--- src/rtl/msp_params.svh ---
// Constants for the metering serial port and its host controller.
`ifndef MSP_PARAMS_SVH
`define MSP_PARAMS_SVH
`define MSP_CMD_WRITE_BIT   7
`define MSP_ADDR_W          6
`define MSP_TALLY_W         6
`define MSP_ADDR_WAVE       6'h01
`define MSP_ADDR_MODE       6'h09
`define MSP_ADDR_SCRATCH    6'h0a
`define MSP_ADDR_TALLY      6'h3e
`define MSP_MODE_RESET      16'h000c
`define MSP_MODE_HALT_BIT   4
`define MSP_BYTE_GAP_NS     4000
`define MSP_CLK_NS          10
`define MSP_BYTE_GAP_CYC    ((`MSP_BYTE_GAP_NS + `MSP_CLK_NS - 1) / `MSP_CLK_NS)
`define MSP_SCLK_HALF_CYC   8
`define MSP_REG_CTRL        4'h0
`define MSP_REG_WDATA       4'h4
`define MSP_REG_RDATA       4'h8
`define MSP_REG_STAT        4'hc
`endif

--- src/rtl/msp_pkg.sv ---
// Types shared by both ends of the metering serial port.
package msp_pkg;
  typedef enum logic [1:0] {
    MSP_ST_CMD   = 2'b00,
    MSP_ST_WRITE = 2'b01,
    MSP_ST_READ  = 2'b10,
    MSP_ST_DONE  = 2'b11
  } msp_state_t;
  typedef logic [23:0] msp_word_t;
endpackage

--- src/rtl/msp_link_if.sv ---
// Serial link between the metering device and its host controller.
`timescale 1ns/1ns
interface msp_link_if;
  logic chip_sel_n;
  logic sclk;
  logic din;
  logic dout;
  logic dout_oe;
  modport device (input chip_sel_n, input sclk, input din, output dout, output dout_oe);
  modport host (output chip_sel_n, output sclk, output din, input dout, input dout_oe);
endinterface

--- src/rtl/msp_host.sv ---
// Host controller for the metering serial port, AXI4-Lite command registers.
`timescale 1ns/1ns
`include "msp_params.svh"
module msp_host #(
  parameter int BYTE_GAP = `MSP_BYTE_GAP_CYC
) (
  input  wire logic        CLK_I,
  input  wire logic        RST_B_I,
  msp_link_if.host         LINK,
  input  wire logic [3:0]  AWADDR_I,
  input  wire logic        AWVALID_I,
  output logic             AWREADY_O,
  input  wire logic [31:0] WDATA_I,
  input  wire logic [3:0]  WSTRB_I,
  input  wire logic        WVALID_I,
  output logic             WREADY_O,
  output logic [1:0]       BRESP_O,
  output logic             BVALID_O,
  input  wire logic        BREADY_I,
  input  wire logic [3:0]  ARADDR_I,
  input  wire logic        ARVALID_I,
  output logic             ARREADY_O,
  output logic [31:0]      RDATA_O,
  output logic [1:0]       RRESP_O,
  output logic             RVALID_O,
  input  wire logic        RREADY_I
);
  import msp_pkg::*;

  // ----------------------------------------------------------------
  // Register slave
  // ----------------------------------------------------------------
  logic        aw_q, w_q, bv_q, rv_q, busy_q, go_q;
  logic [3:0]  awa_q;
  logic [31:0] wd_q, rd_q, ctrl_q, wdat_q, rdat_q;
  wire aw_take = AWVALID_I & ~aw_q & ~bv_q;
  wire w_take  = WVALID_I & ~w_q & ~bv_q;
  wire ar_take = ARVALID_I & ~rv_q;
  wire [31:0] rd_mux = (ARADDR_I == `MSP_REG_CTRL)  ? ctrl_q :
                       (ARADDR_I == `MSP_REG_WDATA) ? wdat_q :
                       (ARADDR_I == `MSP_REG_RDATA) ? rdat_q :
                       (ARADDR_I == `MSP_REG_STAT)  ? {31'h0, busy_q} : 32'h0;
  wire do_write = aw_q & w_q & ~bv_q;
  assign AWREADY_O = ~aw_q & ~bv_q;
  assign WREADY_O  = ~w_q & ~bv_q;
  assign ARREADY_O = ~rv_q;
  assign BVALID_O  = bv_q;
  assign BRESP_O   = 2'b00;
  assign RVALID_O  = rv_q;
  assign RRESP_O   = 2'b00;
  assign RDATA_O   = rd_q;

  // ----------------------------------------------------------------
  // Serial sequencer: command byte then 1..3 data bytes
  // ----------------------------------------------------------------
  logic [3:0]  div_q;
  logic        sck_q, cs_q, do_q;
  logic [31:0] sh_q;
  logic [5:0]  left_q;
  logic [2:0]  bcnt_q;
  logic [15:0] gap_q;
  logic [1:0]  ds_q;
  wire  [1:0]  nb        = (ctrl_q[9:8] == 2'd0) ? 2'd1 : ctrl_q[9:8];
  wire         tick      = (div_q == 4'(`MSP_SCLK_HALF_CYC - 1));
  // Command byte: bit 7 selects write, low six bits address; data right-justified.
  wire  [31:0] frame     = {ctrl_q[7], 1'b0, ctrl_q[5:0], wdat_q[23:0] << (5'd24 - {nb, 3'b000})};
  // A released data-out line is read as its pull-up level, never as a stale bit.
  wire         dout_line = LINK.dout_oe ? LINK.dout : 1'b1;

  always_ff @(posedge CLK_I or negedge RST_B_I) begin
    if (!RST_B_I) begin
      aw_q <= 1'b0; w_q <= 1'b0; bv_q <= 1'b0; rv_q <= 1'b0;
      awa_q <= 4'h0; wd_q <= 32'h0; rd_q <= 32'h0;
      ctrl_q <= 32'h0; wdat_q <= 32'h0; go_q <= 1'b0;
    end else begin
      go_q <= 1'b0;
      if (aw_take) begin aw_q <= 1'b1; awa_q <= AWADDR_I; end
      if (w_take) begin w_q <= 1'b1; wd_q <= WDATA_I; end
      if (do_write) begin
        aw_q <= 1'b0; w_q <= 1'b0; bv_q <= 1'b1;
        if (awa_q == `MSP_REG_CTRL && !busy_q) begin ctrl_q <= wd_q; go_q <= 1'b1; end
        if (awa_q == `MSP_REG_WDATA) wdat_q <= wd_q;
      end
      if (bv_q && BREADY_I) bv_q <= 1'b0;
      if (ar_take) begin rv_q <= 1'b1; rd_q <= rd_mux; end
      if (rv_q && RREADY_I) rv_q <= 1'b0;
    end
  end

  always_ff @(posedge CLK_I or negedge RST_B_I) begin
    if (!RST_B_I) begin
      busy_q <= 1'b0;
      div_q  <= 4'h0;
      sck_q  <= 1'b1;
      cs_q   <= 1'b1;
      do_q   <= 1'b0;
      sh_q   <= 32'h0;
      left_q <= 6'd0;
      bcnt_q <= 3'd0;
      gap_q  <= 16'h0;
      rdat_q <= 32'h0;
      ds_q   <= 2'b11;
    end else begin
      ds_q <= {ds_q[0], dout_line};
      if (gap_q != 16'h0) gap_q <= gap_q - 16'h1;
      if (go_q) begin
        busy_q <= 1'b1;
        cs_q   <= 1'b0;
        div_q  <= 4'h0;
        bcnt_q <= 3'd0;
        left_q <= {1'b0, nb, 3'b000} + 6'd8;
        // The first bit stands on din before the first falling edge, so it meets setup there.
        do_q   <= frame[31];
        sh_q   <= {frame[30:0], 1'b0};
      end else if (busy_q && left_q == 6'd0) begin
        if (tick) begin
          cs_q   <= 1'b1;
          busy_q <= 1'b0;
          sck_q  <= 1'b1;
        end
        div_q <= tick ? 4'h0 : div_q + 4'h1;
      end else if (busy_q && (gap_q == 16'h0 || !sck_q)) begin
        div_q <= tick ? 4'h0 : div_q + 4'h1;
        if (tick) begin
          sck_q <= ~sck_q;
          if (sck_q) begin
            // Falling edge: the device takes din, and the bit it launched on the last rise is read back.
            left_q <= left_q - 6'd1;
            bcnt_q <= bcnt_q + 3'd1;
            rdat_q <= {rdat_q[30:0], ds_q[1]};
            // The end of every byte holds off the next one for the write spacing.
            if (bcnt_q == 3'd7) gap_q <= 16'(BYTE_GAP);
          end else begin
            do_q <= sh_q[31];
            sh_q <= {sh_q[30:0], 1'b0};
          end
        end
      end
    end
  end
  assign LINK.chip_sel_n = cs_q;
  assign LINK.sclk       = sck_q;
  assign LINK.din        = do_q;
endmodule

--- src/flat_wrapper.sv ---
// flat-port wrapper written by rule: the top's interface ports become plain ports
module msp_host_flat import msp_pkg::*;
#(
  parameter int BYTE_GAP = `MSP_BYTE_GAP_CYC
)
  (CLK_I, RST_B_I, AWADDR_I, AWVALID_I, AWREADY_O, WDATA_I, WSTRB_I, WVALID_I, WREADY_O, BRESP_O, BVALID_O, BREADY_I, ARADDR_I, ARVALID_I, ARREADY_O, RDATA_O, RRESP_O, RVALID_O, RREADY_I, LINK_chip_sel_n, LINK_sclk, LINK_din, LINK_dout, LINK_dout_oe);
  msp_link_if LINK_i ();
  input  wire logic CLK_I;
  input  wire logic RST_B_I;
  input  wire logic [3:0] AWADDR_I;
  input  wire logic AWVALID_I;
  output logic AWREADY_O;
  input  wire logic [31:0] WDATA_I;
  input  wire logic [3:0] WSTRB_I;
  input  wire logic WVALID_I;
  output logic WREADY_O;
  output logic [1:0] BRESP_O;
  output logic BVALID_O;
  input  wire logic BREADY_I;
  input  wire logic [3:0] ARADDR_I;
  input  wire logic ARVALID_I;
  output logic ARREADY_O;
  output logic [31:0] RDATA_O;
  output logic [1:0] RRESP_O;
  output logic RVALID_O;
  input  wire logic RREADY_I;
  output wire logic [$bits(LINK_i.chip_sel_n)-1:0] LINK_chip_sel_n;
  output wire logic [$bits(LINK_i.sclk)-1:0] LINK_sclk;
  output wire logic [$bits(LINK_i.din)-1:0] LINK_din;
  input wire logic [$bits(LINK_i.dout)-1:0] LINK_dout;
  input wire logic [$bits(LINK_i.dout_oe)-1:0] LINK_dout_oe;
  assign LINK_chip_sel_n = LINK_i.chip_sel_n;
  assign LINK_sclk = LINK_i.sclk;
  assign LINK_din = LINK_i.din;
  assign LINK_i.dout = LINK_dout;
  assign LINK_i.dout_oe = LINK_dout_oe;
  msp_host #(.BYTE_GAP(BYTE_GAP)) u_core (.CLK_I(CLK_I), .RST_B_I(RST_B_I), .LINK(LINK_i), .AWADDR_I(AWADDR_I), .AWVALID_I(AWVALID_I), .AWREADY_O(AWREADY_O), .WDATA_I(WDATA_I), .WSTRB_I(WSTRB_I), .WVALID_I(WVALID_I), .WREADY_O(WREADY_O), .BRESP_O(BRESP_O), .BVALID_O(BVALID_O), .BREADY_I(BREADY_I), .ARADDR_I(ARADDR_I), .ARVALID_I(ARVALID_I), .ARREADY_O(ARREADY_O), .RDATA_O(RDATA_O), .RRESP_O(RRESP_O), .RVALID_O(RVALID_O), .RREADY_I(RREADY_I));
endmodule
--- config.mk ---
export PLATFORM = sky130hd
export DESIGN_NAME = msp_host_flat
export DESIGN_NICKNAME = d
export VERILOG_FILES = /design/src/rtl/msp_pkg.sv /design/src/rtl/msp_link_if.sv /design/src/rtl/msp_host.sv /design/src/flat_wrapper.sv
export VERILOG_INCLUDE_DIRS = /design/src /design/src/rtl
export SDC_FILE = /design/constraint.sdc
export NUM_CORES = 1
export LEC_CHECK = 0
export BUFFER_PORTS_ARGS = -buffer_cell sky130_fd_sc_hd__buf_2
export CAP_MARGIN = 25
export CORE_MARGIN = 4
export CORE_UTILIZATION = 55
export CTS_BUF_LIST = sky130_fd_sc_hd__clkbuf_2
export DETAILED_ROUTE_END_ITERATION = 8
export PLACE_DENSITY = 0.76
export SLEW_MARGIN = 20
export SYNTH_ARGS = -nofsm -noshare
export SYNTH_HDL_FRONTEND = slang
export SYNTH_SLANG_ARGS = --single-unit
--- constraint.sdc ---
create_clock -name CLK_I -period 1.94 [get_ports CLK_I]
set_input_delay 0.485 -clock CLK_I [delete_from_list [all_inputs] [get_ports CLK_I]]
set_output_delay 0.485 -clock CLK_I [all_outputs]
set_load 0.02 [all_outputs]
==> results of run 1 <==
worst max-delay path by stage:
stage | to | depth (start not counted)
6_report | u_core.rdat_q[6]$_DFFE_PN0P_ | 6
5_1_grt | u_core.rdat_q[8]$_DFFE_PN0P_ | 8
4_1_cts | LINK_sclk | 1
3_5_place_dp | u_core.gap_q[8]$_DFF_PN0_ | 8
3_3_place_gp | u_core.rdat_q[31]$_DFFE_PN0P_ | 8
2_1_floorplan | u_core.rdat_q[10]$_DFFE_PN0P_ | 9
stage by stage:
step | cells | setup WS (ns) | util, % | hold WS, ns
2_1_floorplan | 789 | -0.0552 | - | 0.189
3_3_place_gp | 1106 | -0.0664 | 62.4 | 0.350
3_5_place_dp | 1106 | -0.137 | 62.4 | 0.353
4_1_cts | 1286 | -0.147 | 70.8 | 0.00972
5_1_grt | 1305 | -0.289 | 74.0 | 0.0376
6_report | 1305 | -0.173 | 74.0 | 0.0840
state kept, by name (all words and copies together), names as in the netlist, 2 cells and up:
name / cells
u_core.RDATA_O: 32
u_core.awa_q: 4
u_core.bcnt_q: 3
u_core.ctrl_q: 32
u_core.div_q: 4
u_core.ds_q: 2
u_core.gap_q: 16
u_core.left_q: 6
u_core.rdat_q: 32
u_core.sh_q: 31
u_core.wd_q: 32
u_core.wdat_q: 32
cell usage after synthesis, drive strengths merged, types with 3 or more instances:
master and n:
a211oi 4, a21oi 5, a222oi 31, a2bb2oi 8, and2 3, and3 4
buf 25, clkbuf 28, dfrtp 231, dfstp 4, ha 6, inv 11
mux2 132, mux2i 41, nand2 72, nand3 9, nand3b 3, nand4 3
nor2 21, nor3 7, nor3b 5, nor4 7, nor4b 3, o211ai 10
o21ai 59, o22ai 9, o31ai 4, or3 3, xnor2 8, xor2 9
what timing repair did:
| action | CTS | global route |
|---|---|---|
| gates cloned | 5 | 2 |
| hold buffers | 43 | 0 |
| endpoints found under the hold margin | 272 | 0 |
| resized for setup | 66 | 118 |
| setup buffers | 29 | 27 |
| pin swaps | 3 | 32 |
| endpoints found under the setup margin | 66 | 182 |
per-layer routing:
layer  global-route usage [%]  up-vias  part of all wire (%)  routed length [um]
met5                        0        -                     0                   0
met4                     8.39        0                   3.5                 942
met3                     4.60       83                   7.4                2010
met2                     38.9      357                    49               13400
met1                     32.6     3924                    40               10800
li1                         -     3388                     -                   -
power by group:
group          internal, mW  leakage (nW)  switching (mW)  total (mW)
clock network          1.30         0.395            2.02        3.32
logic                  2.89          2.87            2.21        5.10
registers              6.40          3.09            1.47        7.87
total                  10.6          6.36            5.70        16.3
critical path, delay by kind of cell, from the launching register on:
family	cells	cell delay (ns)
multiplexers	1	0.30
buffers and inverters	1	0.17
flip-flops	1	0.41
AND/OR/NAND/NOR	4	1.10
cells by family (layout without fill, tap and decap cells):
group                      after synthesis  count (layout)  synth area share [%]
AOI/OAI and AO/OA                      137             137                  9.33
xor gates and xnor gates                17              17                  1.45
adders and majority gates                6               6                 0.732
buffers and inverters                   65             351                  3.42
DFF                                    235             235                  57.4
muxes                                  174             174                  19.8
other                                    1               5                0.0366
and+or+nand+nor                        151             151                  7.85
cell type report:
cell class                      count  area [um2]
Clock inverter                     19         108
Fill cell                        1138        4710
Timing Repair Buffer              237        2250
Inverter                           11        41.3
Clock buffer                       84         420
Antenna cell                        1        2.50
Multi-Input combinational cell    489        4450
Tap cell                          229         287
Sequential cell                   235        5890
layout by cell type, fill, tap and decap left out, drive strengths merged, types with 10 or more instances in the layout:
| master | count |
|---|---|
| dfrtp | 231 |
| buf | 192 |
| mux2 | 132 |
| clkbuf | 86 |
| nand2 | 72 |
| o21ai | 59 |
| dlygate4sd3 | 43 |
| mux2i | 41 |
| a222oi | 31 |
| nor2 | 21 |
| clkinv | 16 |
| inv | 12 |
| o211ai | 10 |
==> summary.md, run 1 <==
| Metric | Value |
|---|---|
| Area Growth Syn to Fin | 31.0% |
| Top cells by area, synth | dfrtp_1 (56%), mux2_2 (11%), mux2_4 (4.2%), mux2i_1 (4.0%), a222oi_1 (3.0%) |
| DRT Wirelength | 27100 um |
| Fin crit share | 109% |
| RR Startpoint | u_core.gap_q[10]$_DFF_PN0_ |
| Vias in the first global route | 7986 |
| WS Path Type | reg2reg |
| Initial antenna violation count | 1 |
| Routed length per instance | a little over 20 um |
| DR vias/cell | 5.94 |
| Worst r2r dst | u_core.rdat_q[6]$_DFFE_PN0P_ |
| Final Setup Violations | 85 |
| Post-synth EDFFs | 0 |
| Pre-Repair DR Iteration Count | 7 |
| Post-route setup slack | -0.173 ns |
| Clock Tree Root | clkbuf_2 |
| Post-Syn Area per Cell | about 13 um2 |
| Worst-path clk slew | between 0.1 and 0.15 ns |
| Normalized max-slew margin | a little under three fifths |
| CP required | 2.64 ns |
| Synth Cell Area | 10300 um2 |
| Clock sinks | 235 |
| Max-cap violation count | 0 |
| CP Launch Type | register |
| Fin nets | 1089 |
| Max stage delay on crit path | 0.47 ns |
| Syn. warnings | 0 |
| Min Tclk post-route | ~2.1 ns |
| GR Overflow Total | 0 |
| Worst-Skew Late Latency | 0.88 ns |
| Starting Density | 56.5% |
| RSZ-0062 raised after global routing | true |
| Status | finished with violations |
| # port buffers | 88 |
| DIE HEIGHT | approximately 140 um |
| Total GRT Usage | 24.0% |
| WHS Endpoint | u_core.w_q$_DFFE_PN0P_ |
| Layout cells sized above 1 | 45.7% |
| Mapped Cells | between 700 and 800 |
| RePlAce Congestion | 0.822 |
| Depth of the CTS H-tree | 2 |
| Total power | roughly 16 mW |
| Fmax | 473 MHz |
| Pwr Density | 1210 nW/um2 |
| CP startpoint | u_core.gap_q[10]$_DFF_PN0_ |
| Worst VDD drop | 0.899 mV |
| Worst hold stages | 3 |
| Yosys cell types | 65 |
| Largest net degree at the start of global routing | 66 |
| CP cell instances | nor4_2, nand4_4, nor2_4, and3_4, buf_12, mux2_4 |
| Cell area after layout | 13400 um2 |
| Hold Violations, Final | 0 |
| Die Area | approximately 21000 um2 |
| Post-synth top area share | a little under three fifths |
| # DRC | 0 |
| Seq/Total Area, Yosys | 57.4% |
| Reg2Reg Setup Slack | -0.17 ns |
| Vias post-DR | 7752 |
| Fin Setup TNS | -7.70 ns |
| Crit. End Element | register |
| Width of the die | 145 um |
| I/O pins | 97 |
| Placement-stage cell area | ~11000 um2 |
| DRT iter0 DRCs | 743 |
| Worst path slowest cell | nor4_2 |
| Routed Antenna Nets | 0 |
| CTS buffer count | 56 |
| Min-delay worst type | in2reg |
| Static leakage | 6.36 nW |
| Pins Over Slew Limit | 0 |
| Clock buffer depth | 3 |
| Worst hold start | WVALID_I |
| Worst slew pin tran | 0.669 ns |
| Worst reg2reg path depth | 6 |
| Global-route wire length before repair | around 40000 um |
| CTS tree | yes |
| CP arrival | 2.81 ns |
| Area leader, netlist | dfrtp_1 |
| Seq cells post-synth | around 240 |
| Failing checks | setup timing |
| Synth Flop Type | dfrtp_1 |
| Maximum fanout along the worst path | 8 |
| Hpwl dp | 13800 um |
| Floorplan core area | 18100 um2 |
| Post-synth ARST share | 100% |
| Clock Skews | 0.0761 ns |
| FP Rows | 49 |
Note: power is estimated with default switching activity, not from simulation.
==> run 2: changes to the inputs <==
--- a/config.mk
+++ b/config.mk
@@ -6,13 +6,14 @@
 export SDC_FILE = /design/constraint.sdc
 export NUM_CORES = 1
 export LEC_CHECK = 0
+export ABC_AREA = 1
 export BUFFER_PORTS_ARGS = -buffer_cell sky130_fd_sc_hd__buf_2
 export CAP_MARGIN = 25
 export CORE_MARGIN = 4
-export CORE_UTILIZATION = 55
+export CORE_UTILIZATION = 56
 export CTS_BUF_LIST = sky130_fd_sc_hd__clkbuf_2
 export DETAILED_ROUTE_END_ITERATION = 8
-export PLACE_DENSITY = 0.76
+export PLACE_DENSITY = 0.77
 export SLEW_MARGIN = 20
 export SYNTH_ARGS = -nofsm -noshare
 export SYNTH_HDL_FRONTEND = slang
==> run 2 against run 1 <==
Compared with the run above: the flow still finishes with violations (setup timing); register-to-register slack better by 0.24 ns; maximum frequency up 0.81%; wire length up 0.90%; die area up 0.93%; design area down 3.8%; critical path type is now reg2out; largest cell class unchanged; highest routed layer unchanged.
==> summary.md, run 2 <==
| Metric | Value |
|---|---|
| Fin nets | about 1500 |
| # port buffers | between 80 and 90 |
| # DRC | 0 |
| Area Growth Syn to Fin | 22.6% |
| Commonest cells in the netlist | nand2_1 (386), dfrtp_1 (231), o21ai_0 (152), inv_1 (101), nand3_1 (99) |
| Width of the die | about 150 um |
| Hpwl dp | 15600 um |
| Pre-Repair DR Iteration Count | 5 |
| Largest net degree at the start of global routing | 69 |
| Placed cells | around 1500 |
| Crit. End Element | output pin |
| Floorplan core area | roughly 18000 um2 |
| Worst reg2reg path depth | 8 |
| Mapped Cells | between 1000 and 1500 |
| Hold Violations, Final | 0 |
| Min-delay worst type | in2reg |
| RePlAce Congestion | approximately 0.85 |
| Pins Over Slew Limit | 0 |
| Starting Density | just under 60% |
| DR vias/cell | 5.39 |
| Die Area | 21100 um2 |
| GR Overflow Total | 0 |
| Worst path slowest cell | dfrtp_2 |
| Clock buffer depth | 3 |
| Routed length per instance | 15.9 um |
| Global-route wire length before repair | 45000 um |
| Post-Syn Area per Cell | 8.33 um2 |
| Most frequent CP cell | buf_6 |
| Vias post-DR | 9300 |
| RR Startpoint | u_core.BVALID_O$_DFFE_PN0P_ |
| Sequential Area | 5890 um2 |
| CTS buffer count | slightly below 60 |
| Initial antenna violation count | 2 |
| CP cell instances | buf_6, buf_6 |
| Most common cell in the netlist | nand2_1 |
| Syn. warnings | 0 |
| Layout cells sized above 1 | 18.8% |
| DRT Wirelength | 27400 um |
| Depth of the CTS H-tree | 2 |
| Post-synth ARST share | 100% |
| Worst hold start | ARADDR_I[2] |
| Total power | 13.4 mW |
| Pre-CTS setup slack | 0.0777 ns |
| Fin crit share | 108% |
| Most frequent cells in the layout | nand2_1 (380), dfrtp_1 (230), o21ai_0 (150) |
| CP arrival | 1.61 ns |
| RSZ-0062 raised after global routing | true |
| Clock Skews | 0.0784 ns |
| Synth Cell Area | 10500 um2 |
| Worst VDD drop | 1.09 mV |
| Worst r2r dst | u_core.ctrl_q[7]$_DFFE_PN0P_ |
| Total GRT Usage | 25.4% |
| DRT iter0 DRCs | 687 |
| Fin Setup TNS | -0.440 ns |
| CP Launch Type | register |
| FP Rows | 49 |
| Static leakage | 6.83 nW |
| Yosys cell types | 37 |
| WHS Endpoint | u_core.RDATA_O[0]$_DFFE_PN0P_ |
| Synth Flop Type | dfrtp_1 |
| Reg2Reg Setup Slack | 0.07 ns |
| Post-route setup slack | -0.156 ns |
| Worst hold stages | 5 |
| Post-synth top area share | 54.8% |
| Min Tclk post-route | 2.10 ns |
| Worst-Skew Late Latency | 0.87 ns |
| Fmax | 477 MHz |
| WS Path Type | reg2out |
| Clock sinks | 235 |
| Maximum fanout along the worst path | 4 |
| Seq cells post-synth | 235 |
| Max stage delay on crit path | 0.48 ns |
| CP required | 1.45 ns |
| Multi-input logic area | 4030 um2 |
| Fin cells | 1725 |
| CTS tree | yes |
| Top cells by area, synth | dfrtp_1 (55%), nand2_1 (14%), o21ai_0 (7.2%), nand3_1 (4.7%), a21oi_1 (3.7%) |
| DIE HEIGHT | between 100 and 150 um |
| I/O pins | 97 |
| Number of fill cells in the layout | approximately 1400 |
| Commonest non-fill, non-tap cell in the layout | nand2_1 |
| Area leader, netlist | dfrtp_1 |
| Clock Tree Root | clkbuf_2 |
| Status | finished with violations |
| Post-synth EDFFs | 0 |
| Seq/Total Area, Yosys | 55.8% |
| Routed Antenna Nets | 0 |
| Vias in the first global route | 9206 |
| Failing checks | setup timing |
| Worst-path clk slew | 0.11 ns |
| Max-cap violation count | 0 |
| Pwr Density | 1040 nW/um2 |
| Final Setup Violations | 5 |
run 2: where the power goes:
group / switching [mW] / internal (mW) / leakage (nW)
registers: 0.787 / 5.98 / 3.06
logic: 2.11 / 1.37 / 3.38
clock network: 1.97 / 1.18 / 0.390
total: 4.87 / 8.53 / 6.83
run 2: cell type report:
type                            count  share of cell area [%]
Multi-Input combinational cell    856                    31.2
Antenna cell                        2                  0.0387
Sequential cell                   235                    45.6
Tap cell                          229                    2.22
Inverter                          103                    2.99
Clock inverter                     18                   0.620
Timing Repair Buffer              198                    14.1
Clock buffer                       84                    3.25
run 2: cell families after synthesis:
group / synth area share, %
xor gates and xnor gates: 1.25
muxes: 0.415
other: 0.0356
adders and majority gates: 0.712
buffers and inverters: 7.01
and+or+nand+nor: 22.7
AOI/OAI and AO/OA: 12.0
DFF: 55.8
run 2: repair_timing:
action                     CTS  global route
hold buffers                45             0
gates cloned                 0             1
setup endpoints to repair   29           101
resized for setup           60            30
buffers inserted            13            18
pin swaps                    2             3
hold endpoints to repair   273             0
run 2: worst max-delay path, delay by kind of cell (launching register included):
| family | cells | cell delay [ns] |
|---|---|---|
| buffers and inverters | 2 | 0.26 |
| flip-flops | 1 | 0.48 |
run 2: stage by stage:
step | hold slack, ns | area [um2] | util [%]
after floorplan | 0.189 | 10600 | -
after CTS | 0.0137 | 12600 | 69.5
after global placement | 0.348 | 11400 | 62.7
after detailed placement | 0.350 | 11400 | 62.7
final | 0.0946 | 12900 | 71.0
after global routing | 0.0463 | 12900 | 71.0
run 2: worst max-delay path by stage:
| stage | start | to | depth (start not counted) |
|---|---|---|---|
| 2_1_floorplan | u_core.gap_q[0]$_DFF_PN0_ | u_core.rdat_q[10]$_DFFE_PN0P_ | 11 |
| 3_3_place_gp | u_core.left_q[0]$_DFFE_PN0P_ | u_core.left_q[5]$_DFFE_PN0P_ | 10 |
| 3_5_place_dp | u_core.BVALID_O$_DFFE_PN0P_ | u_core.ctrl_q[15]$_DFFE_PN0P_ | 7 |
| 4_1_cts | u_core.BVALID_O$_DFFE_PN0P_ | WREADY_O | 2 |
| 5_1_grt | u_core.BVALID_O$_DFFE_PN0P_ | BVALID_O | 2 |
| 6_report | u_core.BVALID_O$_DFFE_PN0P_ | BVALID_O | 2 |
run 2: metal layers:
layer	up-vias	GRT usage, %	wire (um)	share of wire [%]
met5	-	0	0	0
met4	0	8.69	563	2.1
met3	49	4.61	1930	7.0
met2	348	41.8	13400	49
met1	4421	34.4	11500	42
li1	4482	-	-	-
